**src/fppio_pkg.sv**
```systemverilog
// Constants for the four-port parallel I/O block.
// Assumes one core clock and an active-low asynchronous reset.
package fppio_pkg;
    // ************************************************************
    // Widths and port selects
    // ************************************************************
    localparam int          PORT_W      = 8;
    localparam logic [1:0]  PORT_LOWAD  = 2'h0;
    localparam logic [1:0]  PORT_ANALOG = 2'h1;
    localparam logic [1:0]  PORT_HIGHAD = 2'h2;
    localparam logic [1:0]  PORT_ALTFN  = 2'h3;
    // ************************************************************
    // Reset values
    // ************************************************************
    localparam logic [7:0]  LATCH_RST   = 8'hff;
    // ************************************************************
    // Pin positions
    // ************************************************************
    localparam int BIT_T2CNT  = 0;
    localparam int BIT_T2TRIG = 1;
    localparam int BIT_SSEL   = 5;
    localparam int BIT_RXD    = 0;
    localparam int BIT_TXD    = 1;
    localparam int BIT_INT0   = 2;
    localparam int BIT_EXTERNAL_INTERRUPT_ONE   = 3;
    localparam int BIT_T0     = 4;
    localparam int BIT_T1     = 5;
    localparam int BIT_WRS    = 6;
    localparam int BIT_RDS    = 7;
    localparam int BIT_PWM_A  = 6;
    localparam int BIT_PWM_B  = 7;
    // ************************************************************
    // Bit-op kinds for read-modify-write
    // ************************************************************
    typedef enum logic [1:0] {
        FPPIO_BIT_CLR,
        FPPIO_BIT_SET,
        FPPIO_BIT_CPY
    } fppio_bitop_t;
endpackage

```
**src/fppio_pin_mux.sv**
```systemverilog
// Per-pin drive mux for one bidirectional port bit.
// Assumes the caller picks the alternate/override source per bit.
`timescale 1ns/1ps
`default_nettype none
module fppio_pin_mux (
    input  wire logic latch,
    input  wire logic bus_sel,
    input  wire logic bus_val,
    input  wire logic alt_en,
    input  wire logic alt_val,
    input  wire logic open_drain,
    output logic      pin_o,
    output logic      pin_oe_n
);
    // ************************************************************
    // Drive selection
    // ************************************************************
    logic level;
    always_comb begin
        if (bus_sel) begin
            level    = bus_val;
            pin_o    = bus_val;
            pin_oe_n = 1'b0;
        end else begin
            level    = alt_en ? (latch & alt_val) : latch;
            pin_o    = level;
            pin_oe_n = open_drain ? level : 1'b0;
        end
    end
endmodule
`default_nettype wire

```
**src/fppio_ports.sv**
```systemverilog
// Four 8-bit parallel ports: latches, pin drive and CPU read paths.
// Assumes CPU strobes and pin inputs are synchronous to clock.
`timescale 1ns/1ps
`default_nettype none
module fppio_ports #(
    parameter int W = fppio_pkg::PORT_W
) (
    input  wire logic         clock,
    input  wire logic         nrst,
    input  wire logic [1:0]   port_sel,
    input  wire logic         wr_latch,
    input  wire logic         rd_latch,
    input  wire logic         rd_pin,
    input  wire logic         rmw_bit,
    input  wire logic [2:0]   rmw_bit_idx,
    input  wire logic [1:0]   rmw_bit_op,
    input  wire logic         rmw_bit_val,
    input  wire logic [W-1:0] wr_data,
    output logic [W-1:0]      rd_data,
    output logic              rd_valid,
    input  wire logic         ext_access,
    input  wire logic         ext_prog_fetch,
    input  wire logic [W-1:0] ext_addr_lo_data,
    input  wire logic [W-1:0] ext_addr_hi,
    input  wire logic [W-1:0] ext_addr_mid,
    input  wire logic [3:0]   pwm_pin_config_register,
    input  wire logic         pwm0,
    input  wire logic         pwm1,
    input  wire logic         serial_en,
    input  wire logic         serial_mode0,
    input  wire logic         serial_txd,
    input  wire logic         serial_m0_data_o,
    input  wire logic         serial_m0_data_oe,
    input  wire logic         serial_m0_clk,
    input  wire logic         spi_miso_en,
    input  wire logic         spi_miso,
    input  wire logic         ext_wr_strobe_n,
    input  wire logic         ext_rd_strobe_n,
    input  wire logic         xdata_strobe_en,
    input  wire logic [W-1:0] p0_i,
    output logic [W-1:0]      p0_o,
    output logic [W-1:0]      p0_oe_n,
    input  wire logic [W-1:0] p1_i,
    output logic [W-1:0]      p1_analog_sel,
    input  wire logic [W-1:0] p2_i,
    output logic [W-1:0]      p2_o,
    output logic [W-1:0]      p2_oe_n,
    input  wire logic [W-1:0] p3_i,
    output logic [W-1:0]      p3_o,
    output logic [W-1:0]      p3_oe_n,
    output logic              timer2_count_input,
    output logic              timer2_capture_trigger,
    output logic              spi_slave_select_n,
    output logic              serial_rx_in,
    output logic              external_interrupt_zero,
    output logic              external_interrupt_one,
    output logic              timer0_count_input,
    output logic              timer1_count_input
);
    // ************************************************************
    // State
    // ************************************************************
    typedef struct packed {
        logic [W-1:0] low_addr_data_port_latch;
        logic [W-1:0] analog_input_port_latch;
        logic [W-1:0] high_addr_port_latch;
        logic [W-1:0] alt_function_port_latch;
        logic [W-1:0] rd_data;
        logic         rd_valid;
    } fppio_state_t;

    fppio_state_t st_q;
    fppio_state_t st_d;

    logic [W-1:0] sel_latch;
    logic [W-1:0] sel_pin;
    logic [W-1:0] rmw_byte;
    logic [W-1:0] p3_alt_en;
    logic [W-1:0] p3_alt_val;
    logic [W-1:0] p2_alt_en;
    logic [W-1:0] p2_alt_val;
    logic [W-1:0] p2_bus_val;
    logic [W-1:0] p3_pwm_ovr;

    // ************************************************************
    // Read path selection
    // ************************************************************
    always_comb begin
        if (port_sel == fppio_pkg::PORT_LOWAD) begin
            sel_latch = st_q.low_addr_data_port_latch;
            sel_pin   = p0_i;
        end else if (port_sel == fppio_pkg::PORT_ANALOG) begin
            sel_latch = st_q.analog_input_port_latch;
            sel_pin   = p1_i;
        end else if (port_sel == fppio_pkg::PORT_HIGHAD) begin
            sel_latch = st_q.high_addr_port_latch;
            sel_pin   = p2_i;
        end else begin
            sel_latch = st_q.alt_function_port_latch;
            sel_pin   = p3_i;
        end
    end

    // Bit form: whole latch byte read, one bit changed
    always_comb begin
        rmw_byte = sel_latch;
        case (fppio_pkg::fppio_bitop_t'(rmw_bit_op))
            fppio_pkg::FPPIO_BIT_CLR: rmw_byte[rmw_bit_idx] = 1'b0;
            fppio_pkg::FPPIO_BIT_SET: rmw_byte[rmw_bit_idx] = 1'b1;
            default:                  rmw_byte[rmw_bit_idx] = rmw_bit_val;
        endcase
    end

    // ************************************************************
    // Next state
    // ************************************************************
    always_comb begin
        logic [W-1:0] wv;
        wv       = rmw_bit ? rmw_byte : wr_data;
        st_d     = st_q;
        st_d.rd_valid = rd_latch | rd_pin;
        if (rd_latch) begin
            st_d.rd_data = sel_latch;
        end else if (rd_pin) begin
            st_d.rd_data = sel_pin;
        end
        if (wr_latch | rmw_bit) begin
            if (port_sel == fppio_pkg::PORT_LOWAD) begin
                st_d.low_addr_data_port_latch = wv;
            end else if (port_sel == fppio_pkg::PORT_ANALOG) begin
                st_d.analog_input_port_latch = wv;
            end else if (port_sel == fppio_pkg::PORT_HIGHAD) begin
                st_d.high_addr_port_latch = wv;
            end else begin
                st_d.alt_function_port_latch = wv;
            end
        end
        if (ext_access) begin
            st_d.low_addr_data_port_latch = fppio_pkg::LATCH_RST;
        end
    end

    always_ff @(posedge clock or negedge nrst) begin
        if (!nrst) begin
            st_q.low_addr_data_port_latch <= fppio_pkg::LATCH_RST;
            st_q.analog_input_port_latch  <= fppio_pkg::LATCH_RST;
            st_q.high_addr_port_latch     <= fppio_pkg::LATCH_RST;
            st_q.alt_function_port_latch  <= fppio_pkg::LATCH_RST;
            st_q.rd_data                  <= '0;
            st_q.rd_valid                 <= 1'b0;
        end else begin
            st_q <= st_d;
        end
    end

    assign rd_data  = st_q.rd_data;
    assign rd_valid = st_q.rd_valid;

    // ************************************************************
    // Port 1 and its inputs
    // ************************************************************
    assign p1_analog_sel          = st_q.analog_input_port_latch;
    assign timer2_count_input     = p1_i[fppio_pkg::BIT_T2CNT];
    assign timer2_capture_trigger = p1_i[fppio_pkg::BIT_T2TRIG];
    assign spi_slave_select_n     = p1_i[fppio_pkg::BIT_SSEL];

    // ************************************************************
    // Port 3 alternate inputs
    // ************************************************************
    assign serial_rx_in            = p3_i[fppio_pkg::BIT_RXD];
    assign external_interrupt_zero = p3_i[fppio_pkg::BIT_INT0];
    assign external_interrupt_one  = p3_i[fppio_pkg::BIT_EXTERNAL_INTERRUPT_ONE];
    assign timer0_count_input      = p3_i[fppio_pkg::BIT_T0];
    assign timer1_count_input      = p3_i[fppio_pkg::BIT_T1];

    // ************************************************************
    // Alternate output sources
    // ************************************************************
    always_comb begin
        p3_alt_en  = '0;
        p3_alt_val = '1;
        p3_pwm_ovr = '0;
        p2_alt_en  = '0;
        p2_alt_val = '1;
        if (serial_en && serial_mode0) begin
            p3_alt_en[fppio_pkg::BIT_RXD]  = 1'b1;
            p3_alt_val[fppio_pkg::BIT_RXD] = serial_m0_data_oe ? serial_m0_data_o : 1'b1;
            p3_alt_en[fppio_pkg::BIT_TXD]  = 1'b1;
            p3_alt_val[fppio_pkg::BIT_TXD] = serial_m0_clk;
        end else if (serial_en) begin
            p3_alt_en[fppio_pkg::BIT_TXD]  = 1'b1;
            p3_alt_val[fppio_pkg::BIT_TXD] = serial_txd;
        end
        if (spi_miso_en) begin
            p3_alt_en[fppio_pkg::BIT_EXTERNAL_INTERRUPT_ONE]  = 1'b1;
            p3_alt_val[fppio_pkg::BIT_EXTERNAL_INTERRUPT_ONE] = spi_miso;
        end
        if (pwm_pin_config_register[2]) begin
            p3_alt_en[fppio_pkg::BIT_T0]  = 1'b1;
            p3_alt_val[fppio_pkg::BIT_T0] = pwm0;
            p3_pwm_ovr[fppio_pkg::BIT_T0] = 1'b1;
        end
        if (pwm_pin_config_register[3]) begin
            p3_alt_en[fppio_pkg::BIT_EXTERNAL_INTERRUPT_ONE]  = 1'b1;
            p3_alt_val[fppio_pkg::BIT_EXTERNAL_INTERRUPT_ONE] = pwm1;
            p3_pwm_ovr[fppio_pkg::BIT_EXTERNAL_INTERRUPT_ONE] = 1'b1;
        end
        if (xdata_strobe_en) begin
            p3_alt_en[fppio_pkg::BIT_WRS]  = 1'b1;
            p3_alt_val[fppio_pkg::BIT_WRS] = ext_wr_strobe_n;
            p3_alt_en[fppio_pkg::BIT_RDS]  = 1'b1;
            p3_alt_val[fppio_pkg::BIT_RDS] = ext_rd_strobe_n;
        end
        if (pwm_pin_config_register[0]) begin
            p2_alt_en[fppio_pkg::BIT_PWM_A]  = 1'b1;
            p2_alt_val[fppio_pkg::BIT_PWM_A] = pwm0;
        end
        if (pwm_pin_config_register[1]) begin
            p2_alt_en[fppio_pkg::BIT_PWM_B]  = 1'b1;
            p2_alt_val[fppio_pkg::BIT_PWM_B] = pwm1;
        end
        p2_bus_val = ext_prog_fetch ? ext_addr_hi : ext_addr_mid;
    end

    // ************************************************************
    // Pin drivers
    // ************************************************************
    genvar i;
    generate
        for (i = 0; i < W; i++) begin : g_pin
            fppio_pin_mux u_p0 (
                .latch      (st_q.low_addr_data_port_latch[i]),
                .bus_sel    (ext_access),
                .bus_val    (ext_addr_lo_data[i]),
                .alt_en     (1'b0),
                .alt_val    (1'b1),
                .open_drain (1'b1),
                .pin_o      (p0_o[i]),
                .pin_oe_n   (p0_oe_n[i])
            );
            fppio_pin_mux u_p2 (
                .latch      (p2_alt_en[i] ? 1'b1 : st_q.high_addr_port_latch[i]),
                .bus_sel    (ext_access & ~p2_alt_en[i]),
                .bus_val    (p2_bus_val[i]),
                .alt_en     (p2_alt_en[i]),
                .alt_val    (p2_alt_val[i]),
                .open_drain (1'b1),
                .pin_o      (p2_o[i]),
                .pin_oe_n   (p2_oe_n[i])
            );
            fppio_pin_mux u_p3 (
                .latch      (p3_pwm_ovr[i] ? 1'b1 : st_q.alt_function_port_latch[i]),
                .bus_sel    (1'b0),
                .alt_en     (p3_alt_en[i]),
                .bus_val    (1'b0),
                .alt_val    (p3_alt_val[i]),
                .open_drain (1'b1),
                .pin_o      (p3_o[i]),
                .pin_oe_n   (p3_oe_n[i])
            );
        end
    endgenerate
endmodule
`default_nettype wire

```
**config.mk**
```make
export PLATFORM = sky130hd
export DESIGN_NAME = fppio_ports
export DESIGN_NICKNAME = d
export VERILOG_FILES = /design/src/fppio_pkg.sv /design/src/fppio_pin_mux.sv /design/src/fppio_ports.sv
export SDC_FILE = /design/constraint.sdc
export NUM_CORES = 1
export LEC_CHECK = 0
export BUFFER_PORTS_ARGS = -buffer_cell sky130_fd_sc_hd__clkbuf_2
export CAP_MARGIN = 25
export CORE_ASPECT_RATIO = 1.1
export CORE_MARGIN = 2
export CORE_UTILIZATION = 33
export DETAILED_ROUTE_END_ITERATION = 12
export SETUP_SLACK_MARGIN = 0.15
export SYNTH_ARGS = -nofsm -noshare
export SYNTH_HDL_FRONTEND = slang
export SYNTH_SLANG_ARGS = --single-unit
```
**constraint.sdc**
```tcl
create_clock -name clock -period 3.74 [get_ports clock]
set_input_delay 0.374 -clock clock [delete_from_list [all_inputs] [get_ports clock]]
set_output_delay 0.374 -clock clock [all_outputs]
set_load 0.005 [all_outputs]
```
# After elaboration in Yosys (flattened, before gate mapping)
# Index checks and enable logic that the tools add are counted.
[word_totals] ff_bits=41 latchBits=0 ramBits=0 rom_bits=0 in_bits=97 output_inout_bits=73 word_cells=128 n_memories=0
[op_classes] add_sub_neg=0 n_mul=0 div=0 order_cmp=2 n_eq_ne=3 n_shift=0 mux=86 bitwise=20 n_reduce_logical=11
[ops] operator="8-bit 2-to-1 mux" count=15
[ops] operator="1-bit 2-to-1 mux" count=63
[ops] operator="32-bit 2-to-1 mux" count=1
[ops] operator="24-bit 2-to-1 mux" count=1
[ops] operator="16-bit 2-to-1 mux" count=1
[ops] operator="8-bit case mux with 2 select lines" count=1
[ops] operator="1-bit bitwise AND" count=10
[ops] operator="8-bit bitwise AND" count=1
[ops] operator="8-bit bitwise mux" count=1
[ops] operator="8-bit NOT" count=1
[ops] operator="8-bit OR" count=1
[ops] operator="4-bit AND reduction" count=2
[ops] operator="2-bit nonzero test" count=3
[ops] operator="1-bit NOT" count=5
[ops] operator="2-bit by 1-bit == test with 1-bit output (second input constant)" count=2
[ops] operator="2-bit logical NOT" count=2
[ops] operator="3-bit by 4-bit less-than comparator with 1-bit output (second input constant)" count=1
[ops] operator="2-bit 2-to-1 mux" count=2
[ops] operator="1-bit demux with 3-bit select" count=1
[ops] operator="3-bit by 1-bit >= comparator with 1-bit output (second input constant)" count=1
[ops] operator="3-bit AND reduction" count=1
[ops] operator="2-bit == test (second input constant)" count=1
[ops] operator="1-bit logical AND" count=2
[ops] operator="1-bit OR" count=2
[ops] operator="2-bit AND reduction" count=1

# Depth between registers and ports, before layout
# Gate-level depths: netlist of the first run.
[depth] depth_word=13 mapped_depth=9 ltp_nobuf=6

# Hierarchy
# From an unflattened synthesis of the first run, not the netlist that was laid out.
[hier_totals] hier_cells=495 area_unflattened_um2=4242.8
[by_module_without_submodules] mod="fppio_ports" n_inst=1 cells_per_inst=351 area_per_inst_um2=3131.8
[by_module_without_submodules] mod="fppio_pin_mux" n_inst=24 cells_per_inst=6 area_per_inst_um2=46.3

# Least setup slack after synthesis of the first run
# Ideal clock, no wire load.
[synth_path] kind="input -> output" start="input port ext_prog_fetch" end="output port p2_o[6]" arrival_time_ns=1.436 required_time_ns=3.366 slack_ns=1.930 cell_stages=4 path_buffers=2 path_cell_list="clkbuf_1 -> mux2_2 -> a31o_2 -> buf_4"
[synth_via] elab_chain_len=2
[synth_rtl] element="start, declared" line_no="fppio_ports.sv:22" text="input wire logic ext_prog_fetch,"
[synth_rtl] element="8-bit 2-to-1 mux" line_no="fppio_ports.sv:222" text="p2_bus_val = ext_prog_fetch ? ext_addr_hi : ext_addr_mid;"
[synth_rtl] element="1-bit 2-to-1 mux" line_no="fppio_pin_mux.sv:20" text="if (bus_sel) begin"
[synth_rtl] element="end, declared" line_no="fppio_ports.sv:46" text="output logic [W-1:0] p2_o,"
# Every way passes these cells.

# Worst setup path after layout of the first run
[layout_path] start="input port port_sel[1]" end="register st_q[40] (netlist name)"
[layout_via] elab_chain_len=10 elab_cells_between_ends=16
[layout_rtl] element="start, declared" line_no="fppio_ports.sv:10" text="input wire logic [1:0] port_sel,"
[layout_rtl] element="2-bit == test" line_no="fppio_ports.sv:95" text="end else if (port_sel == fppio_pkg::PORT_HIGHAD) begin"
[layout_rtl] element="8-bit 2-to-1 mux" line_no="fppio_ports.sv:95"
[layout_rtl] element="8-bit 2-to-1 mux" line_no="fppio_ports.sv:92" text="end else if (port_sel == fppio_pkg::PORT_ANALOG) begin"
[layout_rtl] element="8-bit 2-to-1 mux" line_no="fppio_ports.sv:89" text="if (port_sel == fppio_pkg::PORT_LOWAD) begin"
[layout_rtl] element="8-bit bitwise mux, or another cell as far along" line_no="fppio_ports.sv:110" text="default: rmw_byte[rmw_bit_idx] = rmw_bit_val;"
[layout_rtl] element="8-bit case mux with 2 select lines" line_no="fppio_ports.sv:107" text="case (fppio_pkg::fppio_bitop_t'(rmw_bit_op))"
[layout_rtl] element="8-bit 2-to-1 mux" line_no="fppio_ports.sv:119" text="wv = rmw_bit ? rmw_byte : wr_data;"
[layout_rtl] element="8-bit 2-to-1 mux" line_no="fppio_ports.sv:128" text="if (port_sel == fppio_pkg::PORT_LOWAD) begin"
[layout_rtl] element="32-bit 2-to-1 mux" line_no="fppio_ports.sv:127" text="if (wr_latch | rmw_bit) begin"
[layout_rtl] element="8-bit 2-to-1 mux" line_no="fppio_ports.sv:138" text="if (ext_access) begin"
[layout_rtl] element="end signal, assigned" line_no="fppio_ports.sv:152" text="st_q <= st_d;"
[layout_rtl] element="end, declared" line_no="fppio_ports.sv:72" text="fppio_state_t st_q;"
# Several ways; a longest one is shown, not always the timed one. The select of a mux whose other input is x is not followed.
# A chain may end at the register's enable or synchronous reset.

==> flow_summary.ini, run 1 <==
[yosys]
synthFlopType = dfstp_2
synth_top_area_share_pct = 24.53
ys_warn_count = 0
yosysTopAreaCell = dfstp_2
synth_edf_count = 0
syn_area_per_cell_um2 = 8.341
synthCells = 411
synth_common_cells = buf_4, nand2_1, dfstp_2, nor2_1, o31ai_1
syn_nets = 512
syn_area_um2 = 3428
ys_seq_elements = 41
yosysUniqueCellTypes = 44
async_flop_share_pct = 100.0
ys_seq_area_share_pct = 31.09
yosys-top-cells-area = dfstp_2, buf_4, o31ai_1
yosysMostFrequentCell = buf_4

[clock_tree]
post_cts_buffers = 0
clk_transition_reported_paths_ns = 0.06
clock_path_buffers = 2
cts.sinks = 41
cts_hold_buf = 0
cts_tree = built
clk_latency_ns = 0.28
htree_num_levels = 2
ctsRootBufferMaster = clkbuf_16
cts_buffers = 5
cts_resized = 0

[power_and_ir_drop]
ir_drop_mv = 0.2087
power.leakage_nw = 2.043
p_per_area_nw_per_um2 = 397.5
power_w = 0.001584

[drt]
wl_per_cell_um = 15.82
routed_wl_mm = 9.841
detail_route.drc_violations = 0
drt_pre_antenna_iters = 4
drtIter0Drc = 201
detailroute.via_count = 3182
vias_per_cell = 5.116
ant_nets = 0

[floorplan]
die_x_um = 101.2
die_h_um = 110.9
rows = 39
io_pins = 170
start_util_pct = 33.46
dieArea_um2 = 11220
core-area_um2 = 10250

[finish]
syn2layout_area_growth_pct = 16.24
n_antenna_cell = 0
nets = 599
drive_gt1_share_pct = 46.29

[critical_path]
path_class = primary input to register
cp-end-kind = register
cp_data_required_time_ns = 3.93
path_max_fanout = 20
cp-start-kind = primary input
arrival_ns = 2.63

[timing]
finalHoldViolations = 0
fin_worst_skew_ns = 0.005385
period_share_pct = 65.43
max_slew.worst_pin.slew_ns = 0.9002
hold-worst-slack_ns = 0.1016
rsz0062_at_grt = false
timing.fmax_mhz = 408.6
final.setup.tns_ns = 0
slew_headroom_pct = 39.99
worst_slack_ns = 1.293
fin_crit_ns = 2.447
finalSetupViolations = 0
finalMaxSlewViolations = 0

[global_routing]
use_met2_pct = 31.08
grt_max_degree = 48
grt_pass1_wl_mm = 15.27
grt-ovfl-total = 0
grtUsageMet1_pct = 20.99
grtUsageMet3_pct = 2.837
grt-busiest-layer = met2
antenna_found_initial = 0
grt_pass1_vias = 3024
grt_usage_pct = 17.15

[hold_path]
hp-class = primary input to asynchronous set/reset pin

[place]
numPortBuffers = 169
pre_cts_slack_ns = 1.057
hpwl_mm = 7.610
gp_congestion = 0.8566

[status]
status = finished clean

[run]
maxCapViolCount = 0
[metrics by stage]
stage | instance area [um^2] | utilization (%) | instances
2_1_floorplan | 3428 | - | 411
3_3_place_gp | 3807 | 37.16 | 612
3_5_place_dp | 3819 | 37.27 | 613
4_1_cts | 3965 | 38.69 | 621
5_1_grt | 3985 | 38.89 | 622
6_report | 3985 | 38.89 | 622
[state kept, by name (all words and copies together) (netlist names)]
register / flops
st_q: 24
p1_analog_sel: 8
rd_valid: 1
rd_data: 8
[worst paths after layout]
check | startpoint | to | slack (ns) | depth (start not counted)
max | port_sel[1] | st_q[40] | 1.29 | 7
min | nrst | p1_analog_sel[4] | 0.10 | 1
max reg2reg | st_q[39] | p1_analog_sel[6] | 2.10 | 4
min reg2reg | p1_analog_sel[1] | p1_analog_sel[1] | 0.49 | 2
max in group asynchronous | nrst | p1_analog_sel[1] | 3.36 | 2
min in group clock | wr_data[6] | st_q[39] | 0.47 | 3
[area by class of cell]
type / instances / area, um^2
multi-input cells: 250 / 1614
clock buffers: 8 / 146.4
well taps: 123 / 153.9
flip-flops and latches: 41 / 1066
inverters: 24 / 90.09
fillers: 1070 / 6262
repair buffers: 176 / 914.6
[critical path, stage by stage]
cell and delay [ns]:
clkbuf_2 0.10, inv_1 0.07, ha_1 0.56, nor2b_1 0.61, a222oi_1 0.23, a221oi_1 0.52
a22oi_1 0.17
[power breakdown]
part	internal, W	switching, W	total, W
Sequential	0.000573	0.0000759	0.000649
Clock	0.000266	0.000165	0.000431
Combinational	0.000238	0.000265	0.000503
Total	0.00108	0.000506	0.00158
[placed cells by master (no fill, tap or decap), types with 2 or more instances in the layout]
master | netlist | final
a211oi_1 | 8 | 8
a21boi_0 | 3 | 3
a21o_1 | 8 | 8
a21oi_1 | 14 | 14
a21oi_2 | 4 | 4
a221oi_1 | 2 | 2
a222oi_1 | 7 | 7
a22oi_1 | 2 | 2
a31o_2 | 2 | 2
a31oi_1 | 2 | 2
and2b_1 | 3 | 3
and2b_2 | 5 | 5
buf_4 | 74 | 5
clkbuf_1 | 14 | 2
clkbuf_16 | 0 | 5
clkbuf_2 | 1 | 169
dfrtp_1 | 9 | 9
dfstp_2 | 32 | 32
ha_1 | 4 | 4
inv_1 | 24 | 24
mux2_2 | 3 | 3
mux2i_1 | 16 | 16
nand2_1 | 43 | 43
nand2b_1 | 2 | 2
nand3b_1 | 2 | 2
nor2_1 | 32 | 32
nor2b_1 | 15 | 15
nor3_1 | 2 | 2
o21ai_0 | 16 | 16
o21ai_1 | 3 | 3
o311a_1 | 8 | 8
o31ai_1 | 32 | 32
or3b_1 | 3 | 3
[kinds of logic after synthesis]
logic type                 Yosys count  share of synthesized area [%]
buffers and inverters              120                          21.82
and+or+nand+nor                    114                          16.10
AOI/OAI and AO/OA                  113                          23.87
DFF                                 41                          31.10
muxes                               19                          5.657
adders and majority gates            4                          1.460
[layer usage]
layer	up-vias	routed length, um	part of all wire [%]
li1	1541	-	-
met1	1519	4025	41
met2	111	5212	53
met3	11	473	4.8
met4	0	129	1.3
met5	-	0	0
Power figures use the tool's default switching activity.
==> run 2: changes to the inputs <==
--- a/config.mk
+++ b/config.mk
@@ -5,6 +5,7 @@
 export SDC_FILE = /design/constraint.sdc
 export NUM_CORES = 1
 export LEC_CHECK = 0
+export ABC_AREA = 1
 export BUFFER_PORTS_ARGS = -buffer_cell sky130_fd_sc_hd__clkbuf_2
 export CAP_MARGIN = 25
 export CORE_ASPECT_RATIO = 1.1
==> constraint.sdc (replaced) <==
create_clock -name clock -period 2.25 [get_ports clock]
set_input_delay 0.225 -clock clock [delete_from_list [all_inputs] [get_ports clock]]
set_output_delay 0.225 -clock clock [all_outputs]
set_load 0.005 [all_outputs]
==> run 2 against run 1 <==
Critical path depth increased by 6. Critical endpoint is now p1_analog_sel[3]. Sequential cell count unchanged. Register-to-register slack got worse by 1.4 ns. Synthesized cell count increased by 32%. Non-clock buffer count decreased by 1. Clock power increased by 70%. Setup slack got worse by 0.66 ns. Clock skew increased by 0.0029 ns. Global-route usage increased by 0.47 points. Clock-buffer cell count decreased by 2. Largest cell class unchanged. Utilization decreased by 0.16 points.
==> flow_summary.ini, run 2 <==
[status]
status = finished clean

[timing]
finalMaxSlewViolations = 0
timing.fmax_mhz = 618.9
hold-worst-slack_ns = 0.03515
fin_crit_ns = 1.616
finalHoldViolations = 0
max_slew.worst_pin.slew_ns = 0.8337
period_share_pct = 71.81
finalSetupViolations = 0
slew_headroom_pct = 44.42
rsz0062_at_grt = false
final.setup.tns_ns = 0
fin_worst_skew_ns = 0.008265

[yosys]
synthFlopType = dfstp_2
yosysTopAreaCell = dfstp_2
ys_seq_elements = 41
synth_edf_count = 0
syn_area_per_cell_um2 = 6.761
synthCells = 543
ys_seq_area_share_pct = 29.04
yosysMostFrequentCell = nand2_1
syn_area_um2 = 3671
synth_common_cells = nand2_1, buf_4, nor2_1
synth_top_area_share_pct = 22.90
yosys-top-cells-area = dfstp_2, nand2_1, buf_4
ys_warn_count = 0
syn_nets = 644
async_flop_share_pct = 100.0
yosysUniqueCellTypes = 40

[finish]
n_antenna_cell = 0
postLayoutCellArea_um2 = 4207
nets = 738
multiInputGateArea_um2 = 1694
syn2layout_area_growth_pct = 14.59
layout_common_cells = nand2_1, clkbuf_2, nor2_1, inv_1, dfstp_2
largest_register_ffs = 24
drive_gt1_share_pct = 37.77
regArea_um2 = 1066
final_common_cell = nand2_1
n_fill_cell = 1183
regMostFlops = st_q

[global_routing]
grtUsageMet1_pct = 21.57
grt_pass1_wl_mm = 16.78
grt_max_degree = 38
grt-busiest-layer = met2
grt-ovfl-total = 0
grt_usage_pct = 17.62
antenna_found_initial = 0
grtUsageMet3_pct = 3.017
grt_pass1_vias = 3457
use_met2_pct = 31.46

[place]
hpwl_mm = 8.959
placed_area_um2 = 4054
gp_congestion = 0.9393
numPortBuffers = 169

[clock_tree]
clk_transition_reported_paths_ns = 0.06
cts_tree = built
clock_path_buffers = 2
htree_num_levels = 2
cts_hold_buf = 0
ctsRootBufferMaster = clkbuf_16
cts_buffers = 5
post_cts_buffers = 0
cts.sinks = 41
cts_resized = 0
clk_latency_ns = 0.28

[critical_path]
path_max_fanout = 15
cp_common_cell = nand2_1
r2r-end = p1_analog_sel[3]
reg2reg_from = st_q[20]
rrSetupSlack_ns = 0.71
arrival_ns = 1.84
path_class = primary input to register
cp-start-kind = primary input
crit_path_top_delay_cell = ha_1
reg2reg_depth = 10
cp-end-kind = register
cp_num_buf_inv = 3
crit_path_cell_trace = clkbuf_2 > inv_1 > ha_1 > inv_6 > nand2_1 > nand3_1 > nand2_1 > nand2_1 > nand2_1 > nand2_1 > nand2_1 > nand2_1 > nand2_1
slowest_delay_ns = 0.44
cp_top_family = simple AND/OR/NAND/NOR gates
cp_data_required_time_ns = 2.48

[power_and_ir_drop]
power.leakage_nw = 2.358
ir_drop_mv = 0.3657
p_per_area_nw_per_um2 = 639.4

[drt]
ant_nets = 0
detail_route.drc_violations = 0
drtIter0Drc = 210
wl_per_cell_um = 13.78
detailroute.via_count = 3593
routed_wl_mm = 10.82
drt_pre_antenna_iters = 4
vias_per_cell = 4.577

[floorplan]
start_util_pct = 33.80
io_pins = 170
die_h_um = 114.6
die_x_um = 104.6
dieArea_um2 = 11990
rows = 40
core-area_um2 = 10860

[hold_path]
hp-class = primary input to asynchronous set/reset pin

[run]
maxCapViolCount = 0
-- run 2: cell count changes in the layout (fill, tap and decap cells not counted), moves of 13 or more --
| cell | change |
|---|---|
| nand2_1 | +130 |
| nand3_1 | +27 |
| inv_1 | +26 |
| o31ai_1 | -26 |
| nor2_1 | +23 |
| mux2i_1 | -15 |
| nor2b_1 | -15 |
| o21ai_0 | +13 |
-- run 2: cell type report --
class | instances | share of cell area, %
Multi-Input combinational cell | 359 | 40.27
Inverter | 55 | 5.205
Clock inverter | 2 | 0.3272
Timing Repair Buffer | 175 | 21.18
Sequential cell | 41 | 25.34
Clock buffer | 6 | 3.302
Tap cell | 147 | 4.372
-- run 2: worst max-delay path by stage --
stage	slack [ns]	end	from	depth (start not counted)
CTS	0.63	p3_oe_n[3]	st_q[12]	3
global route	0.47	st_q[12]	port_sel[0]	13
floorplan	0.95	rd_data[3]	port_sel[0]	9
detailed placement	0.38	st_q[12]	port_sel[0]	13
finish	0.63	p1_analog_sel[3]	port_sel[0]	13
global placement	0.44	st_q[12]	port_sel[0]	13
-- run 2: cell families (layout without fill, tap and decap cells) --
family | count (synthesis) | in the layout | share of synthesized area, %
fa+ha+maj | 4 | 4 | 1.363
compound gates | 77 | 77 | 12.17
simple gates | 277 | 277 | 32.34
flops | 41 | 41 | 29.04
buf+inv | 143 | 238 | 24.81
mux | 1 | 1 | 0.2727
-- run 2: where the power goes --
group	switching [W]	leakage, nW	total (W)	internal (W)
clock	0.000290	0.0768	0.000731	0.000441
sequential	0.0000972	0.443	0.00104	0.000941
combinational	0.000548	1.84	0.000921	0.000372
total	0.000936	2.36	0.00269	0.00175
-- run 2: metal layers --
| layer | wire, um | share of wire (%) |
|---|---|---|
| met4 | 255 | 2.4 |
| met1 | 4469 | 41 |
| met2 | 5504 | 51 |
| met3 | 585 | 5.4 |
| met5 | 0 | 0 |
-- run 2: metrics by stage --
step                      utilization (%)  instances  power (W)  setup WS [ns]
after detailed placement            37.33        777   0.001971         0.3760
after global routing                38.73        785   0.002867         0.4723
after global placement              37.33        777   0.001960         0.4368
final                               38.73        785   0.002690         0.6342
after CTS                           38.73        785   0.002710         0.6296
after floorplan                         -        543   0.001760         0.9549
==> run 3: changes to the inputs <==
==> constraint.sdc (replaced) <==
create_clock -name clock -period 1.3 [get_ports clock]
set_input_delay 0.13 -clock clock [delete_from_list [all_inputs] [get_ports clock]]
set_output_delay 0.13 -clock clock [all_outputs]
set_load 0.005 [all_outputs]
==> run 3 against run 2 <==
The run now ends with negative setup slack left. Sequential power is 73% higher. Clock-buffer cell count rose by 1. Register-to-register slack worse by 0.76 ns. Wire length rose by 7.2%. Largest cell class unchanged. Largest power group is now combinational cells.
==> flow_summary.ini, run 3 (synthesized netlist as in run 2, its figures left out) <==
[drt]
drt_pre_antenna_iters = 5
detailroute.via_count = 3939
drtIter0Drc = 186
routed_wl_mm = 11.60
ant_nets = 0
vias_per_cell = 4.695
detail_route.drc_violations = 0
wl_per_cell_um = 13.82

[timing]
final.setup.tns_ns = -1.441
hold-worst-slack_ns = 0.1190
finalSetupViolations = 39
fin_worst_skew_ns = 0.006134
finalMaxSlewViolations = 0
worst_slack_ns = -0.09130
period_share_pct = 107.0
max_slew.worst_pin.slew_ns = 0.5225
timing.fmax_mhz = 718.8
rsz0062_at_grt = true
fin_crit_ns = 1.391
slew_headroom_pct = 65.03
finalHoldViolations = 0

[clock_tree]
clock_path_buffers = 2
htree_num_levels = 2
ctsRootBufferMaster = clkbuf_16
cts_buffers = 5
cts.sinks = 41
cts_tree = built
clk_latency_ns = 0.29
clk_transition_reported_paths_ns = 0.06

[global_routing]
grt_max_degree = 42
grt_usage_pct = 18.16
antenna_found_initial = 0
grt_pass1_vias = 3716
grt_pass1_wl_mm = 17.57
grt-ovfl-total = 0

[finish]
drive_gt1_share_pct = 60.40
nets = 792
largest_register_ffs = 24
stdcell_count = 839
regMostFlops = st_q
n_fill_cell = 1077
final_common_cell = clkbuf_2
n_antenna_cell = 0
finalCoreUtilization_pct = 48.74
syn2layout_area_growth_pct = 44.21
layout_common_cells = clkbuf_2, nand2_1, nor2_1, nand2_2, buf_2

[critical_path]
path_class = register to primary output
cp-end-kind = primary output
cp_data_required_time_ns = 1.17
cp-start-kind = register
path_max_fanout = 2
arrival_ns = 1.26

[run]
maxCapViolCount = 0

[floorplan]
die_x_um = 104.6
rows = 40
start_util_pct = 33.80
io_pins = 170
dieArea_um2 = 11990
core-area_um2 = 10860
die_h_um = 114.6

[power_and_ir_drop]
ir_drop_mv = 0.5250
p_per_area_nw_per_um2 = 1075
power.leakage_nw = 2.761
power_w = 0.005690

[hold_path]
hp-class = primary input to register

[status]
status = finished with violations
violations = negative setup slack

[place]
dp_cells = 815
hpwl_mm = 8.782
numPortBuffers = 169
gp_congestion = 0.8482
run 3: worst max-delay path, stage by stage, from the launching register on:
cell and delay, ns:
dfstp_2 0.54, inv_2 0.05, buf_6 0.11, a41oi_2 0.15, buf_2 0.14
run 3: power by group:
group | leakage [nW] | internal, W | switching (W) | total, W
Combinational | 2.24 | 0.00121 | 0.00127 | 0.00247
Sequential | 0.443 | 0.00163 | 0.000171 | 0.00180
Clock | 0.0813 | 0.000882 | 0.000533 | 0.00141
run 3: metal layers:
metal	vias to the layer above	share of wire, %	global-route usage (%)
met3	15	4.6	2.106
met1	1863	40	21.63
met2	114	54	34.34
met4	0	1.6	5.135
met5	-	0	0
li1	1947	-	-
run 3: through the flow:
stage / cell area, um^2 / setup WS (ns)
6_report: 5294 / -0.09130
5_1_grt: 5294 / -0.1359
4_1_cts: 4906 / -0.1236
3_5_place_dp: 4392 / -0.2485
3_3_place_gp: 4392 / -0.2125
2_1_floorplan: 3699 / 0.1438
run 3: cell type report:
cell class,instances,area (um^2),area share [%]
well taps,147,183.9,3.474
clock inverters,1,7.507,0.1418
inverters,55,226.5,4.278
clock buffers,7,163.9,3.096
multi-input cells,359,2186,41.29
flip-flops and latches,41,1066,20.14
repair buffers,229,1460,27.58
run 3: path summary, 6_finish.rpt:
| path | from | endpoint | slack [ns] | cells past startpoint |
|---|---|---|---|---|
| worst max-delay path | st_q[9] | p3_o[0] | -0.09 | 4 |
| max in group asynchronous | nrst | st_q[33] | 0.66 | 3 |
| worst min register to register | st_q[12] | st_q[12] | 0.47 | 2 |
| worst min-delay path | p0_i[5] | rd_data[5] | 0.12 | 3 |
| worst max register to register | st_q[22] | p1_analog_sel[5] | -0.05 | 10 |
| min in group asynchronous | nrst | rd_data[4] | 0.36 | 3 |
run 3: timing repair:
action                                  CTS  global route
endpoints found under the setup margin   87            90
gates resized for setup                 105           123
endpoints found under the hold margin     9             0
hold buffers                              1             0
cloned                                    0             0
setup buffers                             8             7
pin swaps                                39            54
